--- src/icr_pkg.sv ---
// package: constants and types of the indexed configuration register bank
package icr_pkg;
	localparam logic [15:0] PORT_DATA = 16'h0024;
	localparam logic [15:0] PORT_INDEX = 16'h0028;
	localparam logic [15:0] PORT_FPU_RESET = 16'h00f1;
	localparam logic [15:0] EXT_PAGE_BASE = 16'h0480;
	localparam logic [15:0] EXT_PAGE_LAST = 16'h048f;
	localparam logic [9:0] SHORT_DECODE_MASK = 10'h3ff;
	localparam logic [4:0] IDX_CHIP_ID = 5'h00;
	localparam logic [4:0] IDX_CLOCK = 5'h01;
	localparam logic [4:0] IDX_SYSPAR = 5'h02;
	localparam logic [4:0] IDX_COPROC = 5'h05;
	localparam logic [4:0] IDX_DMA = 5'h06;
	localparam int REG_COUNT = 32;
	// identification nibbles: values are arbitrary
	localparam logic [3:0] CHIP_REVISION = 4'h3;
	localparam logic [3:0] CHIP_CODE = 4'h5;
	localparam logic [7:0] RESET_BYTE = 8'h00;
	localparam logic [4:0] RESET_INDEX = 5'h00;
	// system parameter bits
	localparam int SP_POST = 0;
	localparam int SP_DEC16 = 1;
	localparam int SP_SCP_EN = 2;
	localparam int SP_CYC_LO = 3;
	localparam int SP_PAR_OVR = 5;
	// coprocessor bits
	localparam int CP_STD = 0;
	localparam int CP_ALT = 1;
	localparam int CP_RST_BLK = 2;
	// dma bits
	localparam int DM_CLK_INV = 0;
	localparam int DM_EXT_PAGE = 1;
	localparam int DM_FLOW = 2;
	localparam int DM_WS_LO = 3;
	localparam logic [2:0] CYC_BASE = 3'h6;
	localparam logic [1:0] WS_BASE = 2'h3;
	localparam logic [2:0] FPU_PULSE_CYCLES = 3'h4;
	typedef enum logic [1:0] {
		HS_IDLE = 2'b00,
		HS_WAIT_READY = 2'b01,
		HS_GRANTED = 2'b10
	} icr_hs_state_t;
endpackage : icr_pkg

--- src/icr_config_regs.sv ---
// module: indexed configuration register bank on host i/o space
// Summary of operation
// - thirty-two byte registers at indices 00h to 1fh, read and write except read-only index 0
// - index pointer held here always; port 28h accesses always terminated here
// - write index to 28h, then data to 24h loads selected register
// - reading port 24h returns selected register contents
// - reading port 28h returns five-bit index pointer, upper three bits zero
// - index pointer holds until next write to port 28h
// - reset clears index pointer to 00h
// - index 0 read-only: revision low nibble, chip code high nibble
// - clock register low nibble selects system clock frequency code
// - posting bit lets backplane memory writes end early
// - decode width bit chooses ten or sixteen address bits
// - system control port functions active only while bit 2 set
// - bits 4:3 pick backplane cycle of six down to three clocks
// - parity override bit stops parity errors reaching nmi logic
// - coprocessor register bits report which coprocessors are installed
// - write to port f1h pulses coprocessor reset unless blocked
// - dma bit 0 selects divided or inverted bus clock for dma
// - dma bit 1 enables extended page registers 480h to 48fh
// - flow-through delays internal hold acknowledge until local ready seen
// - dma bits 4:3 set wait states three down to zero
`timescale 1ns/1ps
module icr_config_regs (
	input wire logic i_clk,
	input wire logic i_rst_b,
	input wire logic [15:0] i_io_addr,
	input wire logic i_io_wr,
	input wire logic i_io_rd,
	input wire logic [7:0] i_io_wdata,
	input wire logic i_hold_ack,
	input wire logic i_local_ready_n,
	input wire logic i_parity_err_n,
	output logic [7:0] o_io_rdata,
	output logic o_io_ack,
	output logic o_io_claim,
	output logic [3:0] o_clock_select,
	output logic o_backplane_write_posting,
	output logic o_decode_16bit,
	output logic o_system_control_port_enable,
	output logic [2:0] o_backplane_cycle_clocks,
	output logic o_parity_nmi_req,
	output logic o_coproc_std_present,
	output logic o_coproc_alt_present,
	output logic o_dma_clk_inverted,
	output logic o_ext_page_enable,
	output logic o_ext_page_hit,
	output logic [1:0] o_transfer_wait_count,
	output logic o_hold_ack_internal,
	output logic o_fpu_reset_out
);
	import icr_pkg::*;
	// kinds of host access this bank answers
	typedef enum logic [2:0] {
		ACC_NONE = 3'b000,
		ACC_WR_INDEX = 3'b001,
		ACC_WR_DATA = 3'b010,
		ACC_RD_INDEX = 3'b011,
		ACC_RD_DATA = 3'b100,
		ACC_FPU = 3'b101
	} icr_acc_t;
	// all bank state except the register bytes, which form a memory of their own, and the fpu reset and hold gate submodule state
	typedef struct packed {
		logic [4:0] index;
		logic [7:0] rdata;
		logic ack;
		logic claim;
		logic parity_nmi;
		logic ext_hit;
		logic [3:0] clock_sel;
		logic post;
		logic dec16;
		logic scp_en;
		logic [2:0] cyc_clocks;
		logic std_present;
		logic alt_present;
		logic dma_clk_inv;
		logic ext_en;
		logic [1:0] wait_count;
	} icr_cr_state_t;
	icr_cr_state_t st;
	icr_cr_state_t next_st;
	logic [7:0] regs [0:REG_COUNT-1];
	logic [7:0] clkr;
	logic [7:0] sysp;
	logic [7:0] copr;
	logic [7:0] dmar;
	logic strobe;
	logic hit_data;
	logic hit_index;
	logic hit_fpu;
	logic hit_ext;
	logic wr_index;
	logic wr_data;
	logic rd_index;
	logic rd_data;
	logic fpu_access;
	logic fpu_trigger;
	logic data_we;
	logic [7:0] sel_value;
	icr_acc_t acc;

	// port match honouring the decode width
	function automatic logic port_hit(input logic [15:0] addr, input logic [15:0] port,
		input logic wide);
		if (wide) begin
			port_hit = (addr == port);
		end else begin
			port_hit = (addr[9:0] == (port[9:0] & SHORT_DECODE_MASK));
		end
	endfunction : port_hit

	// index zero is wired, never stored, so a stray write cannot corrupt it
	function automatic logic [7:0] reg_value(input logic [4:0] idx, input logic [7:0] raw);
		if (idx == IDX_CHIP_ID) begin
			reg_value = {CHIP_CODE, CHIP_REVISION};
		end else begin
			reg_value = raw;
		end
	endfunction : reg_value

	// two-bit field of a register byte starting at bit lo
	function automatic logic [1:0] field2(input logic [7:0] raw, input int lo);
		field2 = raw[lo +: 2];
	endfunction : field2

	// code zero is the slowest setting, each step one clock shorter
	function automatic logic [2:0] cycle_clocks(input logic [1:0] code);
		cycle_clocks = CYC_BASE - {1'b0, code};
	endfunction : cycle_clocks

	function automatic logic [1:0] wait_states(input logic [1:0] code);
		wait_states = WS_BASE - code;
	endfunction : wait_states

	// one kind per strobe; the three ports never overlap, so the order is moot
	function automatic icr_acc_t access_kind(input logic w_idx, input logic w_dat,
		input logic r_idx, input logic r_dat, input logic fpu);
		if (w_idx) begin
			access_kind = ACC_WR_INDEX;
		end else if (w_dat) begin
			access_kind = ACC_WR_DATA;
		end else if (r_idx) begin
			access_kind = ACC_RD_INDEX;
		end else if (r_dat) begin
			access_kind = ACC_RD_DATA;
		end else if (fpu) begin
			access_kind = ACC_FPU;
		end else begin
			access_kind = ACC_NONE;
		end
	endfunction : access_kind

	// everything idle, timing outputs at their slowest settings
	function automatic icr_cr_state_t reset_state();
		reset_state = '0;
		reset_state.index = RESET_INDEX;
		reset_state.rdata = RESET_BYTE;
		reset_state.ack = 1'b0;
		reset_state.claim = 1'b0;
		reset_state.parity_nmi = 1'b0;
		reset_state.ext_hit = 1'b0;
		reset_state.clock_sel = 4'h0;
		reset_state.post = 1'b0;
		reset_state.dec16 = 1'b0;
		reset_state.scp_en = 1'b0;
		reset_state.cyc_clocks = CYC_BASE;
		reset_state.std_present = 1'b0;
		reset_state.alt_present = 1'b0;
		reset_state.dma_clk_inv = 1'b0;
		reset_state.ext_en = 1'b0;
		reset_state.wait_count = WS_BASE;
	endfunction : reset_state

	// register bytes behind the outputs
	assign clkr = regs[IDX_CLOCK];
	assign sysp = regs[IDX_SYSPAR];
	assign copr = regs[IDX_COPROC];
	assign dmar = regs[IDX_DMA];

	// address decode; only the data, index and fpu reset ports are answered here
	always_comb begin
		hit_data = port_hit(i_io_addr, PORT_DATA, sysp[SP_DEC16]);
		hit_index = port_hit(i_io_addr, PORT_INDEX, sysp[SP_DEC16]);
		hit_fpu = port_hit(i_io_addr, PORT_FPU_RESET, sysp[SP_DEC16]);
		hit_ext = (i_io_addr >= EXT_PAGE_BASE) && (i_io_addr <= EXT_PAGE_LAST);
	end

	// strobes qualified by the decode
	always_comb begin
		strobe = i_io_wr || i_io_rd;
		wr_index = i_io_wr && hit_index;
		wr_data = i_io_wr && hit_data;
		rd_index = i_io_rd && hit_index;
		rd_data = i_io_rd && hit_data;
		fpu_access = strobe && hit_fpu;
		fpu_trigger = i_io_wr && hit_fpu;
		acc = access_kind(wr_index, wr_data, rd_index, rd_data, fpu_access);
		data_we = (acc == ACC_WR_DATA) && (st.index != IDX_CHIP_ID);
		sel_value = reg_value(st.index, regs[st.index]);
	end

	// register memory; the pointer selects the byte a data write lands in
	always_ff @(posedge i_clk) begin
		if (!i_rst_b) begin
			for (int i = 0; i < REG_COUNT; i++) begin
				regs[i] <= RESET_BYTE;
			end
		end else if (data_we) begin
			regs[st.index] <= i_io_wdata;
		end
	end

	always_comb begin
		next_st = st;
		// every access to the three ports is answered for one cycle
		case (acc)
			ACC_WR_INDEX: begin
				next_st.ack = 1'b1;
				next_st.claim = 1'b1;
				next_st.index = i_io_wdata[4:0];
			end
			ACC_WR_DATA: begin
				next_st.ack = 1'b1;
				next_st.claim = 1'b1;
			end
			ACC_RD_INDEX: begin
				next_st.ack = 1'b1;
				next_st.claim = 1'b1;
				next_st.rdata = {3'h0, st.index};
			end
			ACC_RD_DATA: begin
				next_st.ack = 1'b1;
				next_st.claim = 1'b1;
				next_st.rdata = sel_value;
			end
			ACC_FPU: begin
				next_st.ack = 1'b1;
				next_st.claim = 1'b1;
			end
			default: begin
				next_st.ack = 1'b0;
				next_st.claim = 1'b0;
			end
		endcase
		// parity path masked by override; registered for clean nmi timing
		next_st.parity_nmi = !i_parity_err_n && !sysp[SP_PAR_OVR];
		// extended page range only answers while enabled
		next_st.ext_hit = hit_ext && strobe && dmar[DM_EXT_PAGE];
		// configuration outputs lag the register write by one flop
		next_st.clock_sel = clkr[3:0];
		next_st.post = sysp[SP_POST];
		next_st.dec16 = sysp[SP_DEC16];
		next_st.scp_en = sysp[SP_SCP_EN];
		next_st.cyc_clocks = cycle_clocks(field2(sysp, SP_CYC_LO));
		next_st.std_present = copr[CP_STD];
		next_st.alt_present = copr[CP_ALT];
		next_st.dma_clk_inv = dmar[DM_CLK_INV];
		next_st.ext_en = dmar[DM_EXT_PAGE];
		next_st.wait_count = wait_states(field2(dmar, DM_WS_LO));
	end

	always_ff @(posedge i_clk) begin
		if (!i_rst_b) begin
			st <= reset_state();
		end else begin
			st <= next_st;
		end
	end

	// block bit read live, so a write to it governs the very next trigger
	icr_fpu_reset u_fpu_reset (
		.i_clk(i_clk),
		.i_rst_b(i_rst_b),
		.i_trigger(fpu_trigger),
		.i_block(copr[CP_RST_BLK]),
		.o_fpu_reset_out(o_fpu_reset_out)
	);

	icr_hold_gate u_hold_gate (
		.i_clk(i_clk),
		.i_rst_b(i_rst_b),
		.i_flow_enable(dmar[DM_FLOW]),
		.i_hold_ack(i_hold_ack),
		.i_local_ready_n(i_local_ready_n),
		.o_hold_ack_internal(o_hold_ack_internal)
	);

	assign o_io_rdata = st.rdata;
	assign o_io_ack = st.ack;
	assign o_io_claim = st.claim;
	assign o_parity_nmi_req = st.parity_nmi;
	assign o_ext_page_hit = st.ext_hit;
	assign o_clock_select = st.clock_sel;
	assign o_backplane_write_posting = st.post;
	assign o_decode_16bit = st.dec16;
	assign o_system_control_port_enable = st.scp_en;
	assign o_backplane_cycle_clocks = st.cyc_clocks;
	assign o_coproc_std_present = st.std_present;
	assign o_coproc_alt_present = st.alt_present;
	assign o_dma_clk_inverted = st.dma_clk_inv;
	assign o_ext_page_enable = st.ext_en;
	assign o_transfer_wait_count = st.wait_count;
endmodule : icr_config_regs

--- src/icr_fpu_reset.sv ---
// module: software coprocessor reset pulse generator
`timescale 1ns/1ps
module icr_fpu_reset (
	input wire logic i_clk,
	input wire logic i_rst_b,
	input wire logic i_trigger,
	input wire logic i_block,
	output logic o_fpu_reset_out
);
	import icr_pkg::*;
	typedef struct packed {
		logic [2:0] count;
		logic pulse;
	} icr_fr_state_t;
	icr_fr_state_t st;
	icr_fr_state_t next_st;
	always_comb begin
		next_st = st;
		if (i_trigger && !i_block) begin
			next_st.count = FPU_PULSE_CYCLES;
			next_st.pulse = 1'b1;
		end else if (st.count != 3'h0) begin
			next_st.count = st.count - 3'h1;
			next_st.pulse = (st.count != 3'h1);
		end else begin
			next_st.pulse = 1'b0;
		end
	end
	always_ff @(posedge i_clk) begin
		if (!i_rst_b) begin
			st <= '0;
		end else begin
			st <= next_st;
		end
	end
	assign o_fpu_reset_out = st.pulse;
endmodule : icr_fpu_reset

--- src/icr_hold_gate.sv ---
// module: hold acknowledge gate waiting for write buffer empty
`timescale 1ns/1ps
module icr_hold_gate (
	input wire logic i_clk,
	input wire logic i_rst_b,
	input wire logic i_flow_enable,
	input wire logic i_hold_ack,
	input wire logic i_local_ready_n,
	output logic o_hold_ack_internal
);
	import icr_pkg::*;
	typedef struct packed {
		icr_hs_state_t state;
		logic ack;
	} icr_hg_state_t;
	icr_hg_state_t st;
	icr_hg_state_t next_st;
	always_comb begin
		next_st = st;
		case (st.state)
			HS_IDLE: begin
				if (i_hold_ack) begin
					next_st.state = i_flow_enable ? HS_WAIT_READY : HS_GRANTED;
				end
			end
			HS_WAIT_READY: begin
				if (!i_hold_ack) begin
					next_st.state = HS_IDLE;
				end else if (!i_local_ready_n) begin
					next_st.state = HS_GRANTED;
				end
			end
			HS_GRANTED: begin
				if (!i_hold_ack) begin
					next_st.state = HS_IDLE;
				end
			end
			default: begin
				next_st.state = HS_IDLE;
			end
		endcase
		next_st.ack = (next_st.state == HS_GRANTED);
	end
	always_ff @(posedge i_clk) begin
		if (!i_rst_b) begin
			st <= '{state: HS_IDLE, ack: 1'b0};
		end else begin
			st <= next_st;
		end
	end
	assign o_hold_ack_internal = st.ack;
endmodule : icr_hold_gate

--- config.mk ---
export PLATFORM = sky130hd
export DESIGN_NAME = icr_config_regs
export DESIGN_NICKNAME = d
export VERILOG_FILES = /design/src/icr_pkg.sv /design/src/icr_config_regs.sv /design/src/icr_fpu_reset.sv /design/src/icr_hold_gate.sv
export SDC_FILE = /design/constraint.sdc
export NUM_CORES = 1
export LEC_CHECK = 0
export ABC_AREA = 1
export BUFFER_PORTS_ARGS = -buffer_cell sky130_fd_sc_hd__buf_4
export CAP_MARGIN = 20
export CORE_UTILIZATION = 60
export DETAILED_ROUTE_END_ITERATION = 6
export PLACE_DENSITY = 0.86
export SLEW_MARGIN = 20
export SYNTH_ARGS = -nofsm -noshare
export SYNTH_HDL_FRONTEND = slang
export SYNTH_SLANG_ARGS = --single-unit
--- constraint.sdc ---
create_clock -name i_clk -period 2.9 [get_ports i_clk]
set_clock_uncertainty 0.15 [all_clocks]
set_input_delay 0.435 -clock i_clk [delete_from_list [all_inputs] [get_ports i_clk]]
set_output_delay 0.435 -clock i_clk [all_outputs]
set_load 0.1 [all_outputs]
==> results.cfg <==
[synthesis]
synth_area_um2 = 14700
synth_cell_type_count = 36
synthCells = 1510
ys_top_cells_by_area = edfxtp_1 52%, nand2_1 10%, nor2_2 7.7%, nand3_1 6.5%, dfxtp_1 6.0%
synth_flop_cell = edfxtp_1
post_synth.cell_area_avg_um2 = 9.71
ys_seq_elements = 300
ys.warnings.count = 0
async_reset_ff_frac = 0
synth_top_cell_area_share = 0.524
synth_enable_flop_cells = 256
synth_largest_area_cell = edfxtp_1
synth-seq-area-share = 0.584

[placed_design]
io_buffer_count = 60
placed_area_um2 = 15500
pre_cts_ws_ns = 0.121
place_congestion = 0.897
dp_hpwl_um = 23300

[pwr]
p_per_area_nw_per_um2 = 561
p_leak_nw = 6.77
max-vdd-ir-drop_v = 0.000541

[die]
die_area_um2 = 25100
core_um2 = 23800
die_h_um = 158
floorplan.initialDensity = 0.618
die_w_um = 158
rows = 56
pin_count = 61

[cells_and_area]
final_cell_mix = 396 x nand2_1, 256 x edfxtp_1, 191 x nand3_1
final_common_cell = nand2_1
fin_area_um2 = 16500
utilization = 0.694
syn2layout_area_growth_pct = 12.4
nets = 1594
antenna_cells = 0
drive_gt1_frac = 0.252

[clock_tree]
clk_pin_slew_ns = 0.07
cts_tree = built
cts-root-buf = clkbuf_16
clkLatencyLatePin_ns = 0.56
cts.sink_count = 300
clk_path_buf_depth = 3
cts_max_level = 1
cts_setup_buffers = 0
cts_inserted_buffers = 30

[global_route]
antenna_found_initial = 0
grt_pass1_vias = 10700
grt_pass1_wl_um = 56400
grt_overflow_total = 0
grt_max_degree = 129
grt.total_usage = 0.301

[routing]
ant_nets = 0
drc = 0
dr.pass1.iters = 6
vias_per_cell = 5.81
wl_um = 36900
wire_per_inst_um = 19.4
vias = 11000
dr.first_iter.drc_count = 1522

[setup_path]
crit_type = flip-flop to flip-flop
crit_path_start = regs[2][1]
reg2reg_from = regs[2][1]
critPathLaunchType = flip-flop
worstPathArrival_ns = 2.84
endpoint_kind = flip-flop
crit_fanout = 19
cp.required_ns = 2.97

[flow_run]
drv_cap = 0

[timing]
finalMaxSlewViolations = 0
max_freq_ghz = 0.361
hold_ws_ns = 0.0175
tns_ns = 0
hold_viol = 0
tightest_slew_ns = 0.826
finalCritPeriodShare = 0.955
final.min_clock_period_ns = 2.77
slew_headroom = 0.447
fin_ws_ns = 0.131
setup_viol_count_final = 0
rsz0062_at_grt = no

[worst_hold_path]
hp-start = i_io_addr[15]
min_path_type = input pin to flip-flop

[outcome]
status = completed
## worst paths after layout
| kind | endpoint | slack [ns] | cells after the start |
|---|---|---|---|
| hold reg to reg | o_system_control_port_enable | 0.32 | 2 |
| setup / recovery | regs[12][5] | 0.13 | 10 |
| hold / removal | o_ext_page_hit | 0.02 | 4 |
| setup reg to reg | regs[12][5] | 0.13 | 10 |
## critical path, stage by stage, from the launching register on
cell	delay, ns
edfxtp_1	0.53
nand2_1	0.17
nand3_2	0.11
nor2_4	0.19
nand3_2	0.12
nand2_2	0.12
nand4_4	0.11
nor2_8	0.14
buf_12	0.27
nand4_4	0.19
nand2_1	0.33
## layout make-up
cell class	instances	area [um^2]
Clock buffer	38	832
Clock inverter	17	113
Fill cell	1614	7260
Inverter	99	373
Multi-Input combinational cell	1008	5210
Sequential cell	300	8570
Tap cell	319	399
Timing Repair Buffer	120	991
## layer usage
metal / vias up / track usage / wire (um)
li1: 5060 / - / -
met1: 5163 / 0.391 / 13400
met2: 703 / 0.509 / 18100
met3: 113 / 0.0433 / 4030
met4: 2 / 0.120 / 1420
met5: - / 0.0124 / 35
## metrics by stage
stage / std cells / power, mW
after floorplan: 1517 / 5.41
after global placement: 1845 / 5.60
after detailed placement: 1845 / 5.63
after CTS: 1901 / 9.26
after global routing: 1901 / 9.50
final: 1901 / 9.25
## report_power, final
part	switching, mW	leakage (nW)	total, mW	internal [mW]
Sequential	0.0592	3.00	4.89	4.83
Clock	1.60	0.462	3.70	2.10
Combinational	0.496	3.31	0.667	0.171
Total	2.15	6.77	9.25	7.10
## logic make-up (layout without fill, tap and decap cells)
group           count (synthesis)  after routing  synth area share
simple gates                  944            944             0.330
flops                         300            300             0.584
buf+inv                       209            274            0.0627
compound gates                 50             50            0.0180
fa+ha+maj                       4              4           0.00341
xor+xnor                        2              2           0.00119
other cells                     1              8          0.000256
## cells in the mapped netlist, types with 7 or more instances
library cell and n:
o21ai_0 22, nand2_1 397, o21ai_1 7, nand3_1 191, nand4_4 28, a21oi_1 16, nand4_1 8, buf_4 19
clkbuf_1 76, nor2_1 121, dfxtp_1 44, nor2_2 180, edfxtp_1 256, inv_1 91
## sequential cells by signal, indices dropped and copies added, names as in the netlist, named ones only
signal                           count
regs                               256
o_io_rdata                           8
st                                   5
o_clock_select                       4
o_backplane_cycle_clocks             3
u_fpu_reset.st                       3
o_transfer_wait_count                2
u_hold_gate.st                       2
o_backplane_write_posting            1
o_coproc_alt_present                 1
o_coproc_std_present                 1
o_decode_16bit                       1
o_dma_clk_inverted                   1
o_ext_page_enable                    1
o_ext_page_hit                       1
o_io_ack                             1
o_parity_nmi_req                     1
o_system_control_port_enable         1
u_fpu_reset.o_fpu_reset_out          1
u_hold_gate.o_hold_ack_internal      1
## repair_timing
item                                   in CTS  in global routing
endpoints found under the hold margin       1                  0
resized for setup                           0                  1
setup endpoints to repair                   0                  8
hold buffers                                1                  0
Note: power is estimated with default switching activity, not from simulation.
